===== config.mk =====
export PLATFORM = sky130hd
export DESIGN_NAME = low_freq_osc_control
export DESIGN_NICKNAME = d
export VERILOG_FILES = /design/src/lfosc_pkg.sv /design/src/lf_edge_sync.sv /design/src/low_freq_osc_control.sv
export VERILOG_INCLUDE_DIRS = /design/src
export SDC_FILE = /design/constraint.sdc
export NUM_CORES = 1
export LEC_CHECK = 0
export BUFFER_PORTS_ARGS = -buffer_cell sky130_fd_sc_hd__buf_2
export CORE_MARGIN = 5
export CORE_UTILIZATION = 48
export DETAILED_ROUTE_END_ITERATION = 10
export PLACE_DENSITY_LB_ADDON = 0.1
export SETUP_SLACK_MARGIN = 0.05
export SYNTH_ARGS = -nofsm -noshare
export SYNTH_HDL_FRONTEND = slang
export SYNTH_HIERARCHICAL = 1
export SYNTH_SLANG_ARGS = --single-unit

===== constraint.sdc =====
create_clock -name core_clk -period 1.6 [get_ports core_clk]
set_clock_uncertainty 0.15 [all_clocks]
set_input_delay 0.16 -clock core_clk [delete_from_list [all_inputs] [get_ports core_clk]]
set_output_delay 0.16 -clock core_clk [all_outputs]
set_load 0.005 [all_outputs]

===== src/lfosc_params.svh =====
/*
 * Offsets, field positions, reset values and counts for the low-frequency
 * oscillator control block.
 * Assumes inclusion by bare name from the package and the design modules.
 */
`ifndef LFOSC_PARAMS_SVH
`define LFOSC_PARAMS_SVH

// ============================================================
// Control register
`define LFOSC_CTRL_ADDR      8'h86
`define LFOSC_ON_BIT         7
`define LFOSC_SETTLED_BIT    6
`define LFOSC_TRIM_HI        5
`define LFOSC_TRIM_LO        2
`define LFOSC_DIV_HI         1
`define LFOSC_DIV_LO         0
`define LFOSC_ON_RESET       1'h0
`define LFOSC_DIV_RESET      2'h0
`define LFOSC_TRIM_RESET     4'h0

// ============================================================
// Divider encodings
`define LFOSC_DIV_BY8        2'h0
`define LFOSC_DIV_BY4        2'h1
`define LFOSC_DIV_BY2        2'h2
`define LFOSC_DIV_BY1        2'h3

// ============================================================
// Settling: oscillator rising edges seen before the ready flag sets
`define LFOSC_SETTLE_EDGES   8

`endif


===== src/lfosc_pkg.sv =====
/*
 * Types shared by the low-frequency oscillator control block.
 * Assumes lfosc_params.svh is available on the include path.
 */
package lfosc_pkg;
  `include "lfosc_params.svh"

  // ============================================================
  // Settling sequencer states, one-hot
  typedef enum logic [2:0] {
    SETTLE_IDLE = 3'h1,
    SETTLE_WAIT = 3'h2,
    SETTLE_DONE = 3'h4
  } settle_state_t;

  typedef logic [7:0] sfr_byte_t;
endpackage : lfosc_pkg


===== src/lf_edge_sync.sv =====
/*
 * Three-stage synchroniser with agreement filter and edge pulses for an
 * input that arrives from outside the core clock domain.
 * Assumes core_clk is the only clock and reset_n is synchronous.
 */
`timescale 1ns/1ps
module lf_edge_sync (
  input  wire logic core_clk,
  input  wire logic reset_n,
  input  wire logic async_in,
  output logic      level,
  output logic      rise,
  output logic      fall
);
  import lfosc_pkg::*;

  logic meta_q;
  logic sync2_q;
  logic sync3_q;
  logic level_q;
  logic agree;

  // Stage one is read only by stage two
  always_ff @(posedge core_clk) begin
    if (!reset_n) begin
      meta_q  <= 1'h0;
      sync2_q <= 1'h0;
      sync3_q <= 1'h0;
    end else begin
      meta_q  <= async_in;
      sync2_q <= meta_q;
      sync3_q <= sync2_q;
    end
  end

  // A change is accepted only once stages two and three agree
  assign agree = (sync2_q == sync3_q);

  always_ff @(posedge core_clk) begin
    if (!reset_n) begin
      level_q <= 1'h0;
    end else if (agree) begin
      level_q <= sync3_q;
    end
  end

  // One pulse per accepted change
  assign level = level_q;
  assign rise  = agree & sync3_q & ~level_q;
  assign fall  = agree & ~sync3_q & level_q;
endmodule : lf_edge_sync


===== src/low_freq_osc_control.sv =====
/*
 * Control logic of the internal low-frequency oscillator: control register
 * on the special function register port, output divider, settling flag and
 * period capture for the two general timers.
 * Assumes the analog core is outside, its raw output is asynchronous to
 * core_clk, and the timers supply their running counts and capture modes.
 */
//
// What this block does
// - Divide oscillator output by 8, 4, 2 or 1 for codes 00..11.
// - Oscillator runs only while control bit 7 is set.
// - Bit 6 reads one once the oscillator has stabilised.
// - Ready clears only on reset or a changed divider selection.
// - Bits 5 to 2 trim frequency, all zeros fastest, all ones slowest.
// - Capture mode: first timer on falling edge, second on rising edge.
// - Each capture copies the timer's 16-bit count into its reload pair.
`timescale 1ns/1ps
`include "lfosc_params.svh"
module low_freq_osc_control #(
  parameter int SETTLE_EDGES = `LFOSC_SETTLE_EDGES,
  parameter logic [3:0] TRIM_RESET = `LFOSC_TRIM_RESET
) (
  input  wire logic         core_clk,
  input  wire logic         reset_n,
  input  wire logic [7:0]   sfr_addr,
  input  wire logic         sfr_wr,
  input  wire logic         sfr_rd,
  input  wire lfosc_pkg::sfr_byte_t sfr_wdata,
  output lfosc_pkg::sfr_byte_t      sfr_rdata,
  input  wire logic         lf_osc_raw,
  output logic              lf_osc_on,
  output logic [3:0]        lf_trim,
  output logic              lf_osc_div_clk,
  input  wire logic         timer2_lf_capture_mode,
  input  wire logic         timer3_lf_capture_mode,
  input  wire logic [7:0]   timer2_count_hi,
  input  wire logic [7:0]   timer2_count_lo,
  input  wire logic [7:0]   timer3_count_hi,
  input  wire logic [7:0]   timer3_count_lo,
  output logic [7:0]        timer2_reload_hi,
  output logic [7:0]        timer2_reload_lo,
  output logic [7:0]        timer3_reload_hi,
  output logic [7:0]        timer3_reload_lo,
  output logic              timer2_capture,
  output logic              timer3_capture
);
  import lfosc_pkg::*;

  // ============================================================
  // Control register
  logic          on_q;
  logic [3:0]    trim_q;
  logic [1:0]    divide_sel_q;
  logic          settled_q;
  sfr_byte_t     rdata_q;
  logic          ctrl_hit;
  logic          ctrl_wr;
  logic [1:0]    wr_div;
  logic          div_changed;
  sfr_byte_t     ctrl_image;

  assign ctrl_hit    = (sfr_addr == `LFOSC_CTRL_ADDR);
  assign ctrl_wr     = ctrl_hit & sfr_wr;
  assign wr_div      = sfr_wdata[`LFOSC_DIV_HI:`LFOSC_DIV_LO];
  assign div_changed = ctrl_wr & (wr_div != divide_sel_q);
  assign ctrl_image  = {on_q, settled_q, trim_q, divide_sel_q};

  // Writable fields; the settled bit ignores writes
  always_ff @(posedge core_clk) begin
    if (!reset_n) begin
      on_q         <= `LFOSC_ON_RESET;
      trim_q       <= TRIM_RESET;
      divide_sel_q <= `LFOSC_DIV_RESET;
    end else if (ctrl_wr) begin
      on_q         <= sfr_wdata[`LFOSC_ON_BIT];
      trim_q       <= sfr_wdata[`LFOSC_TRIM_HI:`LFOSC_TRIM_LO];
      divide_sel_q <= wr_div;
    end
  end

  // Read data follows a read strobe by one cycle, zero elsewhere
  always_ff @(posedge core_clk) begin
    if (!reset_n) begin
      rdata_q <= 8'h00;
    end else begin
      rdata_q <= (ctrl_hit & sfr_rd) ? ctrl_image : 8'h00;
    end
  end

  // ============================================================
  // Oscillator edges into the core clock domain
  logic raw_level;
  logic raw_rise;
  logic raw_fall;
  logic run_rise;
  logic run_fall;

  lf_edge_sync raw_sync (
    .core_clk (core_clk),
    .reset_n  (reset_n),
    .async_in (lf_osc_raw),
    .level    (raw_level),
    .rise     (raw_rise),
    .fall     (raw_fall)
  );

  // Edges count only while the oscillator is enabled
  assign run_rise = raw_rise & on_q;
  assign run_fall = raw_fall & on_q;

  // ============================================================
  // Output divider
  logic [2:0] div_cnt_q;
  logic       div_level;
  logic       div_q;

  always_ff @(posedge core_clk) begin
    if (!reset_n || div_changed) begin
      div_cnt_q <= 3'h0;
    end else if (run_rise) begin
      div_cnt_q <= div_cnt_q + 3'h1;
    end
  end

  // Counter bit n is the oscillator divided by 2 to the n+1
  assign div_level = (divide_sel_q == `LFOSC_DIV_BY8) ? div_cnt_q[2] :
                     (divide_sel_q == `LFOSC_DIV_BY4) ? div_cnt_q[1] :
                     (divide_sel_q == `LFOSC_DIV_BY2) ? div_cnt_q[0] :
                     (raw_level & on_q);

  always_ff @(posedge core_clk) begin
    if (!reset_n) begin
      div_q <= 1'h0;
    end else begin
      div_q <= div_level;
    end
  end

  // ============================================================
  // Settling sequencer
  settle_state_t state_q;
  settle_state_t state_d;
  logic [7:0]    settle_cnt_q;
  logic          settle_reached;

  assign settle_reached = (settle_cnt_q >= 8'(SETTLE_EDGES - 1)) & run_rise;

  always_comb begin
    state_d = state_q;
    unique case (state_q)
      SETTLE_IDLE: begin
        if (on_q) state_d = SETTLE_WAIT;
      end
      SETTLE_WAIT: begin
        if (settle_reached) state_d = SETTLE_DONE;
      end
      SETTLE_DONE: begin
        state_d = SETTLE_DONE;
      end
      default: begin
        state_d = SETTLE_IDLE;
      end
    endcase
    if (div_changed) state_d = SETTLE_IDLE;
  end

  always_ff @(posedge core_clk) begin
    if (!reset_n) begin
      state_q <= SETTLE_IDLE;
    end else begin
      state_q <= state_d;
    end
  end

  always_ff @(posedge core_clk) begin
    if (!reset_n || state_q != SETTLE_WAIT || div_changed) begin
      settle_cnt_q <= 8'h00;
    end else if (run_rise) begin
      settle_cnt_q <= settle_cnt_q + 8'h01;
    end
  end

  // Flag drops only on reset or a changed divider, never on disable
  always_ff @(posedge core_clk) begin
    if (!reset_n) begin
      settled_q <= 1'h0;
    end else begin
      settled_q <= (state_d == SETTLE_DONE);
    end
  end

  // ============================================================
  // Timer capture
  logic div_prev_q;
  logic cap2;
  logic cap3;
  logic cap2_q;
  logic cap3_q;
  logic [7:0] rl2_hi_q;
  logic [7:0] rl2_lo_q;
  logic [7:0] rl3_hi_q;
  logic [7:0] rl3_lo_q;

  always_ff @(posedge core_clk) begin
    if (!reset_n) begin
      div_prev_q <= 1'h0;
    end else begin
      div_prev_q <= div_q;
    end
  end

  // Falling edge for the first timer, rising for the second
  assign cap2 = timer2_lf_capture_mode & div_prev_q & ~div_q;
  assign cap3 = timer3_lf_capture_mode & ~div_prev_q & div_q;

  always_ff @(posedge core_clk) begin
    if (!reset_n) begin
      cap2_q   <= 1'h0;
      cap3_q   <= 1'h0;
      rl2_hi_q <= 8'h00;
      rl2_lo_q <= 8'h00;
      rl3_hi_q <= 8'h00;
      rl3_lo_q <= 8'h00;
    end else begin
      cap2_q <= cap2;
      cap3_q <= cap3;
      if (cap2) begin
        rl2_hi_q <= timer2_count_hi;
        rl2_lo_q <= timer2_count_lo;
      end
      if (cap3) begin
        rl3_hi_q <= timer3_count_hi;
        rl3_lo_q <= timer3_count_lo;
      end
    end
  end

  // ============================================================
  // Outputs
  assign sfr_rdata        = rdata_q;
  assign lf_osc_on        = on_q;
  assign lf_trim          = trim_q;
  assign lf_osc_div_clk   = div_q;
  assign timer2_reload_hi = rl2_hi_q;
  assign timer2_reload_lo = rl2_lo_q;
  assign timer3_reload_hi = rl3_hi_q;
  assign timer3_reload_lo = rl3_lo_q;
  assign timer2_capture   = cap2_q;
  assign timer3_capture   = cap3_q;
endmodule : low_freq_osc_control


Yosys cells after proc, flatten, opt, wreduce, memory -nomap -nowiden --
Index checks and enable logic that the tools add are counted. W data, S select, Z words.
Word-level totals: register bits 70, input bits 55, output and inout bits 48
Cells by class: $add $sub $neg 2, order comparisons 1, equal/unequal tests 10, muxes and demuxes 7, bitwise gates (word level) 15, reduce and logical (&&, ||, !) cells 6
Operators by type and width (number):
- $and A1 B1 Y1 | 12
- $mux W3 | 3
- $pmux W3 S3 | 1
- $add A8 B1 Y8 const B | 1
- $eq A8 B8 Y1 const B | 1
- $ge A8 B3 Y1 const B | 1
- $eq A3 B3 Y1 const B | 2
- $add A3 B1 Y3 const B | 1
- $eq A3 B1 Y1 const B | 1
- $eq A3 B2 Y1 const B | 1
- $logic_or A1 B1 Y1 | 3
- $mux W1 | 3
- $ne A3 B2 Y1 const B | 1
- $not A1 Y1 | 3
- $eq A2 B1 Y1 const B | 1
- $eq A2 B2 Y1 const B | 1
- $logic_not A2 Y1 | 1
- $ne A2 B2 Y1 | 1
- $reduce_and A2 Y1 | 1
- $eq A1 B1 Y1 | 1
- $logic_not A1 Y1 | 1

Logic depth before layout (Yosys ltp) --
Gate-level depths: netlist of run 1.
depth after elaboration 9, depth in mapped cells 7

Hierarchy --
Netlist of run 1, hierarchy kept.
Modules (own cells, without submodules):
- low_freq_osc_control | instances 1, cells an instance 270, area an instance 2558.7 um^2, seq. area each 1321.3 um^2
- lf_edge_sync | instances 1, cells an instance 15, area an instance 160.2 um^2, seq. area each 80.1 um^2

Least setup slack after synthesis of run 1 --
OpenSTA, ideal clock, no wires.
path kind reg2reg, start point register raw_sync.sync2_q, end point register settle_cnt_q[4], setup time 0.117 ns, arrival 1.203 ns, required time 1.333 ns, path slack 0.130 ns, cell stages (with the launch flop) 8, buffers on the path 1, clock period less this slack 1.470 ns, cells stage by stage dfxtp_1 > ha_1 > nor2b_1 > and2_1 > buf_4 > nand4_1 > xor2_1 > nor2_1
Between the ends: cells in the longest elaborated chain, start to end 4
Ends and longest elaborated chain:
- start, declared | line lf_edge_sync.sv:18 | logic sync2_q;
- start signal, assigned | line lf_edge_sync.sv:31 | sync2_q <= meta_q;
- $eq A1 B1 Y1 | line lf_edge_sync.sv:37 | assign agree = (sync2_q == sync3_q);
- $and A1 B1 Y1 (2 in a row) | line lf_edge_sync.sv:49 | assign rise = agree & sync3_q & ~level_q;
- via raw_rise | line low_freq_osc_control.sv:93 | logic raw_rise;
- $and A1 B1 Y1 | line low_freq_osc_control.sv:108 | assign run_rise = raw_rise & on_q;
- end signal, assigned | line low_freq_osc_control.sv:179 | settle_cnt_q <= settle_cnt_q + 8'h01;
- end, declared | line low_freq_osc_control.sv:143 | logic [7:0] settle_cnt_q;
The timed path passes the listed nets, and every way through them passes these cells. A chain may end at the register's enable or synchronous reset.

Final worst setup path of run 1 --
start point register raw_sync.sync2_q, end point register div_cnt_q[0]
Between the ends: cells in the longest elaborated chain, start to end 4
Ends and longest elaborated chain:
- $eq A1 B1 Y1 | line lf_edge_sync.sv:37
- $and A1 B1 Y1 (2 in a row) | line lf_edge_sync.sv:49
- via raw_rise | line low_freq_osc_control.sv:93
- $and A1 B1 Y1 | line low_freq_osc_control.sv:108
- end signal, assigned | line low_freq_osc_control.sv:121 | div_cnt_q <= div_cnt_q + 3'h1;
- end, declared | line low_freq_osc_control.sv:113 | logic [2:0] div_cnt_q;
The timed path passes the listed nets, and every way through them passes these cells.

==> flow_metrics.env, run 1 <==
export IMPL_maxSlewHeadroom=0.7842
export IMPL_grt_max_degree=28
export IMPL_detail_route_antenna_nets=0
export IMPL_timing_critical_path_arrival_ns=1.55
export IMPL_cts_buffers=9
export IMPL_cts_clk_slew_worst_paths_ns=0.07
export IMPL_total_internal_power_w=0.003002
export IMPL_globalRouteTotalUtil=0.1795
export IMPL_grt_antenna_before_repair=0
export IMPL_syn_nets=343
export IMPL_setup_tns_ns=0
export IMPL_cap_viol_max_count=0
export IMPL_maximum_fanout_encountered_on_the_critical_timing_path=6
export IMPL_ir_drop_v=0.0005120
export IMPL_count_of_yosys_warnings_during_synthesis=6
export IMPL_cts_num_sinks=70
export IMPL_drc_errors=0
export IMPL_mostFrequentLayoutCells="sky130_fd_sc_hd__buf_2 (101), sky130_fd_sc_hd__nand2_1 (75), sky130_fd_sc_hd__dfxtp_1 (68), sky130_fd_sc_hd__dlygate4sd3_1 (40), sky130_fd_sc_hd__a21boi_0 (28)"
export IMPL_syn_cell_area_um2=2713
export IMPL_half_perimeter_wire_length_of_the_detailed_placement_result_mm=4.308
export IMPL_core_area_um2=5507
export IMPL_fin_crit_sh=0.9212
export IMPL_min_delay_worst_endpoint="lf_trim[0]$_SDFFE_PN0P_"
export IMPL_post_layout_total_power_w=0.003702
export IMPL_holdCritPathClass="input pin to register"
export IMPL_post_route_worst_setup_slack_ns=0.1261
export IMPL_hold_path_depth=2
export IMPL_count_of_final_setup_violators=0
export IMPL_drive_above_1_share=0.3272
export IMPL_final_core_util=0.7228
export IMPL_cts_tree="yes"
export IMPL_layout_filler_cells=425
export IMPL_timing_critical_path_from_type="register"
export IMPL_pin_count=103
export IMPL_drt_vias_per_instance=4.672
export IMPL_die_area_um2=7255
export IMPL_seq_power_share=0.472
export IMPL_routed_wl_mm=6.617
export IMPL_critical_path_cell_chain="ha_2 > nor2b_4 > and2_2 > buf_4 > xnor2_1 > nor2_1"
export IMPL_timing_worst_slew_pin_value_ns=0.3210
export IMPL_wire_length_of_the_first_global_routing_pass_mm=10.54
export IMPL_placement_rows=27
export IMPL_switchingPower_w=0.0007002
export IMPL_grt_overflow_total=0
export IMPL_slowest_cell_on_the_critical_path="sky130_fd_sc_hd__dfxtp_2"
export IMPL_initial_utilization=0.4926
export IMPL_cp_end_kind="register"
export IMPL_dr_first_iter_drc_count=94
export IMPL_rr_endpoint="div_cnt_q[0]$_SDFFE_PP0P_"
export IMPL_cts_buffer_depth=2
export IMPL_areaGrowthSynthToFinish_pct=46.73
export IMPL_hold_path_startpoint="reset_n"
export IMPL_fin_crit_ns=1.474
export IMPL_area_occupied_by_multi_input_gates_um2=1271
export IMPL_number_of_antenna_diodes=0
export IMPL_required_ns=1.68
export IMPL_rsz0062_at_grt="no"
export IMPL_max_slew_violation_total_from_the_final_report=0
export IMPL_postSynthAreaPerCell_um2=9.551
export IMPL_r2r_start="raw_sync/sync2_q$_SDFF_PN0_"
export IMPL_switching_share=0.1891
export IMPL_crit_path_start="raw_sync/sync2_q$_SDFF_PN0_"
export IMPL_dr_pass1_iters=4
export IMPL_most_common_library_cell_in_the_layout_ignoring_fill_and_taps="sky130_fd_sc_hd__buf_2"
export IMPL_cts_root_buf="sky130_fd_sc_hd__clkbuf_8"
export IMPL_critical_path_class="register to register"
export IMPL_power_clock_fraction=0.476
export IMPL_syn_inst=284
export IMPL_outcome="complete, no violations"
export IMPL_floorplan_die_width_um=85.18
export IMPL_final_design_area_no_fill_um2=3980
export IMPL_htree_num_levels=3
export IMPL_power_per_cell_area_nw_per_um2=930.2
export IMPL_timing_final_hold_violations=0
export IMPL_clock_insertion_delay_worst_skew_ns=0.33
export IMPL_first_global_vias=2355
export IMPL_place_port_buffers=101
export IMPL_dpl_instance_area_um2=3289
export IMPL_die_height_um=85.18
export IMPL_reported_leakage_power_nw=1.765
export IMPL_timing_critical_path_slowest_cell_delay_ns=0.33
export IMPL_routed_via_count=2378
export IMPL_detail_route_wl_per_cell_um=13.00
export IMPL_nNetsFinal=491
export IMPL_worstRegToRegCells=6
export IMPL_clock_fmax_mhz=678.5
export IMPL_gp_routability_congestion=0.7840
export IMPL_power_frac_comb=0.052
export IMPL_sequential_cell_area_um2=1404
export IMPL_dpl_worst_slack_ns=0.05360
export IMPL_regToRegSetupSlack_ns=0.13
-- per-stage QoR --
stage	hold slack, ns	std cells
floorplan	0.1317	284
global placement	0.2122	452
detailed placement	0.2130	452
CTS	0.03406	508
global route	0.03543	509
finish	0.03471	509
-- state kept, by name, indices dropped and copies added (netlist names), 2 cells and up --
signal            flops
settle_cnt_q          8
timer2_reload_lo      8
sfr_rdata             8
timer3_reload_hi      8
divide_sel_q          2
timer3_reload_lo      8
timer2_reload_hi      8
state_q               3
div_cnt_q             3
lf_trim               4
-- critical path, delay by kind of cell (launching register included) --
| family | cells | cell delay (ns) |
|---|---|---|
| adders and majority gates | 1 | 0.17 |
| DFF | 1 | 0.33 |
| buffers and inverters | 1 | 0.14 |
| xor gates and xnor gates | 1 | 0.15 |
| and+or+nand+nor | 3 | 0.43 |
-- power groups by stage --
stage          clock (W)  combinational [W]  sequential (W)
3_3_place_gp           0           0.000115         0.00179
2_1_floorplan          0          0.0000390         0.00179
5_1_grt          0.00186           0.000210         0.00175
4_1_cts          0.00179           0.000190         0.00175
3_5_place_dp           0           0.000115         0.00179
6_report         0.00176           0.000193         0.00175
-- per-layer routing --
metal	share of wire	up-vias	global-route usage
met5	0	-	0
met3	0.057	11	0.05437
met4	0.018	0	0.06763
met1	0.44	1081	0.2038
li1	-	1224	-
met2	0.49	62	0.3150
-- worst max-delay path by stage --
stage,to,slack (ns),cells past startpoint
detailed placement,state_q[1]$_SDFF_PN0_,0.05,7
CTS,settle_cnt_q[4]$_SDFFE_PP0P_,0.06,7
finish,div_cnt_q[0]$_SDFFE_PP0P_,0.13,6
global route,div_cnt_q[0]$_SDFFE_PP0P_,0.06,6
global placement,settle_cnt_q[4]$_SDFFE_PP0P_,0.09,7
floorplan,settle_cnt_q[4]$_SDFFE_PP0P_,0.13,7
-- area by class of cell --
class / instances / area share
sequential: 70 / 0.3527
multi-input combinational: 201 / 0.3194
timing repair buffer: 148 / 0.2408
clock buffer: 13 / 0.03992
clock inverter: 3 / 0.02263
tap: 72 / 0.02263
inverter: 2 / 0.001886
-- timing repair --
action                                  in CTS  in global routing
setup buffers                                0                  1
pin swaps                                    0                  1
gates resized for setup                      1                 10
endpoints found under the setup margin       1                 12
endpoints found under the hold margin       40                  0
hold buffers                                40                  0
gates cloned                                 0                  1
(Power assumes the default switching activity.)
==> inputs of run 2 (changes only) <==
--- a/config.mk
+++ b/config.mk
@@ -8,7 +8,7 @@
 export LEC_CHECK = 0
 export BUFFER_PORTS_ARGS = -buffer_cell sky130_fd_sc_hd__buf_2
 export CORE_MARGIN = 5
-export CORE_UTILIZATION = 48
+export CORE_UTILIZATION = 52
 export DETAILED_ROUTE_END_ITERATION = 10
 export PLACE_DENSITY_LB_ADDON = 0.1
 export SETUP_SLACK_MARGIN = 0.05
==> constraint.sdc (replaced) <==
create_clock -name core_clk -period 1.7 [get_ports core_clk]
set_clock_uncertainty 0.15 [all_clocks]
set_input_delay 0.17 -clock core_clk [delete_from_list [all_inputs] [get_ports core_clk]]
set_output_delay 0.17 -clock core_clk [all_outputs]
set_load 0.005 [all_outputs]
==> run 2 against run 1 <==
- first-iteration DRC count is 29% lower
- via count grew 0.97%
- clock-buffer cell count is the same
- sequential power shrank 6%
- critical path type is now input pin to register
- critical path depth unchanged
==> flow_metrics.env, run 2 (synthesis results as in run 1) <==
export IMPL_first_global_vias=2327
export IMPL_routed_wl_mm=6.631
export IMPL_reported_leakage_power_nw=1.750
export IMPL_max_slew_violation_total_from_the_final_report=0
export IMPL_routedLengthMet1_mm=2.667
export IMPL_fin_crit_sh=0.9031
export IMPL_grt_overflow_total=0
export IMPL_initial_utilization=0.5345
export IMPL_drive_above_1_share=0.3165
export IMPL_cts_buffer_depth=2
export IMPL_htree_num_levels=3
export IMPL_place_port_buffers=101
export IMPL_half_perimeter_wire_length_of_the_detailed_placement_result_mm=4.218
export IMPL_cts_root_buf="sky130_fd_sc_hd__clkbuf_8"
export IMPL_globalRouteTotalUtil=0.2078
export IMPL_outcome="complete, no violations"
export IMPL_power_per_cell_area_nw_per_um2=830.2
export IMPL_timing_critical_path_slowest_cell_delay_ns=0.53
export IMPL_critical_path_cell_chain="dlygate4sd3_1 > buf_2 > xor2_1 > o2111ai_2 > nand3_2 > a21oi_1"
export IMPL_wire_length_of_the_first_global_routing_pass_mm=10.68
export IMPL_wl_met2_mm=3.380
export IMPL_cts_num_sinks=70
export IMPL_timing_critical_path_from_type="input pin"
export IMPL_setup_tns_ns=0
export IMPL_cts_clk_slew_worst_paths_ns=0.07
export IMPL_fin_crit_ns=1.535
export IMPL_rsz0062_at_grt="no"
export IMPL_post_cts_setup_buffer_count=0
export IMPL_areaGrowthSynthToFinish_pct=43.96
export IMPL_ir_drop_v=0.0006902
export IMPL_slowest_cell_on_the_critical_path="sky130_fd_sc_hd__dlygate4sd3_1"
export IMPL_mostFrequentLayoutCells="sky130_fd_sc_hd__buf_2 (101), sky130_fd_sc_hd__nand2_1 (75), sky130_fd_sc_hd__dfxtp_1 (70), sky130_fd_sc_hd__dlygate4sd3_1 (40), sky130_fd_sc_hd__a21boi_0 (28)"
export IMPL_drc_errors=0
export IMPL_most_common_library_cell_in_the_layout_ignoring_fill_and_taps="sky130_fd_sc_hd__buf_2"
export IMPL_holdCritPathClass="input pin to register"
export IMPL_nNetsFinal=490
export IMPL_floorplan_die_width_um=82.23
export IMPL_timing_worst_slew_pin_value_ns=0.3638
export IMPL_cp_end_kind="register"
export IMPL_detail_route_antenna_nets=0
export IMPL_placement_rows=26
export IMPL_die_height_um=82.23
export IMPL_dr_pass1_iters=6
export IMPL_maxSlewHeadroom=0.7552
export IMPL_route_met3_wl_um=385
export IMPL_timing_critical_path_arrival_ns=1.65
export IMPL_hold_ws_ns=0.08416
export IMPL_crit_buf_inv=2
export IMPL_cts_buffers=9
export IMPL_dr_first_iter_drc_count=67
export IMPL_grt_antenna_before_repair=0
export IMPL_core_area_um2=5075
export IMPL_gp_routability_congestion=0.7784
export IMPL_detail_route_wl_per_cell_um=13.10
export IMPL_routed_via_count=2401
export IMPL_cpLargestDelayFamily="buffers and inverters"
export IMPL_number_of_antenna_diodes=0
export IMPL_clock_insertion_delay_worst_skew_ns=0.33
export IMPL_dp_cells=450
export IMPL_required_ns=1.81
export IMPL_grt_max_degree=26
export IMPL_critical_path_class="input pin to register"
export IMPL_highest_layer="met4"
export IMPL_die_area_um2=6761
export IMPL_cap_viol_max_count=0
export IMPL_pin_count=103
export IMPL_drt_vias_per_instance=4.745
export IMPL_clock_fmax_mhz=651.4
export IMPL_count_of_final_setup_violators=0
export IMPL_cts_tree="yes"
export IMPL_maximum_fanout_encountered_on_the_critical_timing_path=8
export IMPL_timing_final_hold_violations=0
export IMPL_layoutNonFillerInstCount=506
export IMPL_layout_filler_cells=375
## run 2: changes by cell type in the layout (fill, tap and decap cells not counted), sizes merged
cell / change
and2: -1
clkinv: +2
bufinv: -2
## run 2: stage by stage
stage / setup WS [ns] / cell area, um2 / power (W) / util
final: 0.1648 / 3905 / 0.003242 / 0.7695
after global routing: 0.05733 / 3905 / 0.003364 / 0.7695
after CTS: 0.09752 / 3895 / 0.003269 / 0.7675
after detailed placement: 0.04521 / 3274 / 0.001791 / 0.6452
after global placement: 0.09148 / 3274 / 0.001790 / 0.6452
after floorplan: 0.2295 / 2713 / 0.001718 / -
## run 2: area by class of cell
class	instances	area, um2	share of cell area
clock buffers	13	178.9	0.04582
clock inverters	3	40.04	0.01025
inverters	2	7.507	0.001922
multi-input cells	200	1231	0.3153
flip-flops and latches	70	1401	0.3589
well taps	70	87.58	0.02243
repair buffers	148	958.4	0.2454
## run 2: power breakdown
part	total [W]	internal (W)	leakage [nW]	switching [W]
clock	0.00141	0.000833	0.115	0.000580
combinational	0.000184	0.000126	1.07	0.0000580
sequential	0.00164	0.00164	0.564	0.00000200
## run 2: routing by layer
| metal | GRT usage | up-vias |
|---|---|---|
| met5 | 0 | - |
| met4 | 0.09635 | 0 |
| met3 | 0.04013 | 20 |
| met2 | 0.3718 | 60 |
| met1 | 0.2363 | 1096 |
| li1 | - | 1225 |
## run 2: path summary, 6_finish.rpt
check             slack, ns                                to  cells after the start                         from
setup reg to reg       0.21             state_q[2]$_SDFF_PN0_                      6  raw_sync/sync3_q$_SDFF_PN0_
hold / removal         0.08  timer2_reload_hi[4]$_SDFFE_PN0P_                      2                      reset_n
hold reg to reg        0.27           sfr_rdata[6]$_SDFF_PN0_                      1         settled_q$_SDFF_PN0_
setup / recovery       0.16      settle_cnt_q[1]$_SDFFE_PP0P_                      6                 sfr_wdata[0]
## run 2: timing repair
item / 4_1_cts / 5_1_grt
hold endpoints to repair: 40 / 0
setup endpoints to repair: 5 / 12
hold buffers: 40 / 0
gates cloned: 0 / 0
resized for setup: 1 / 3
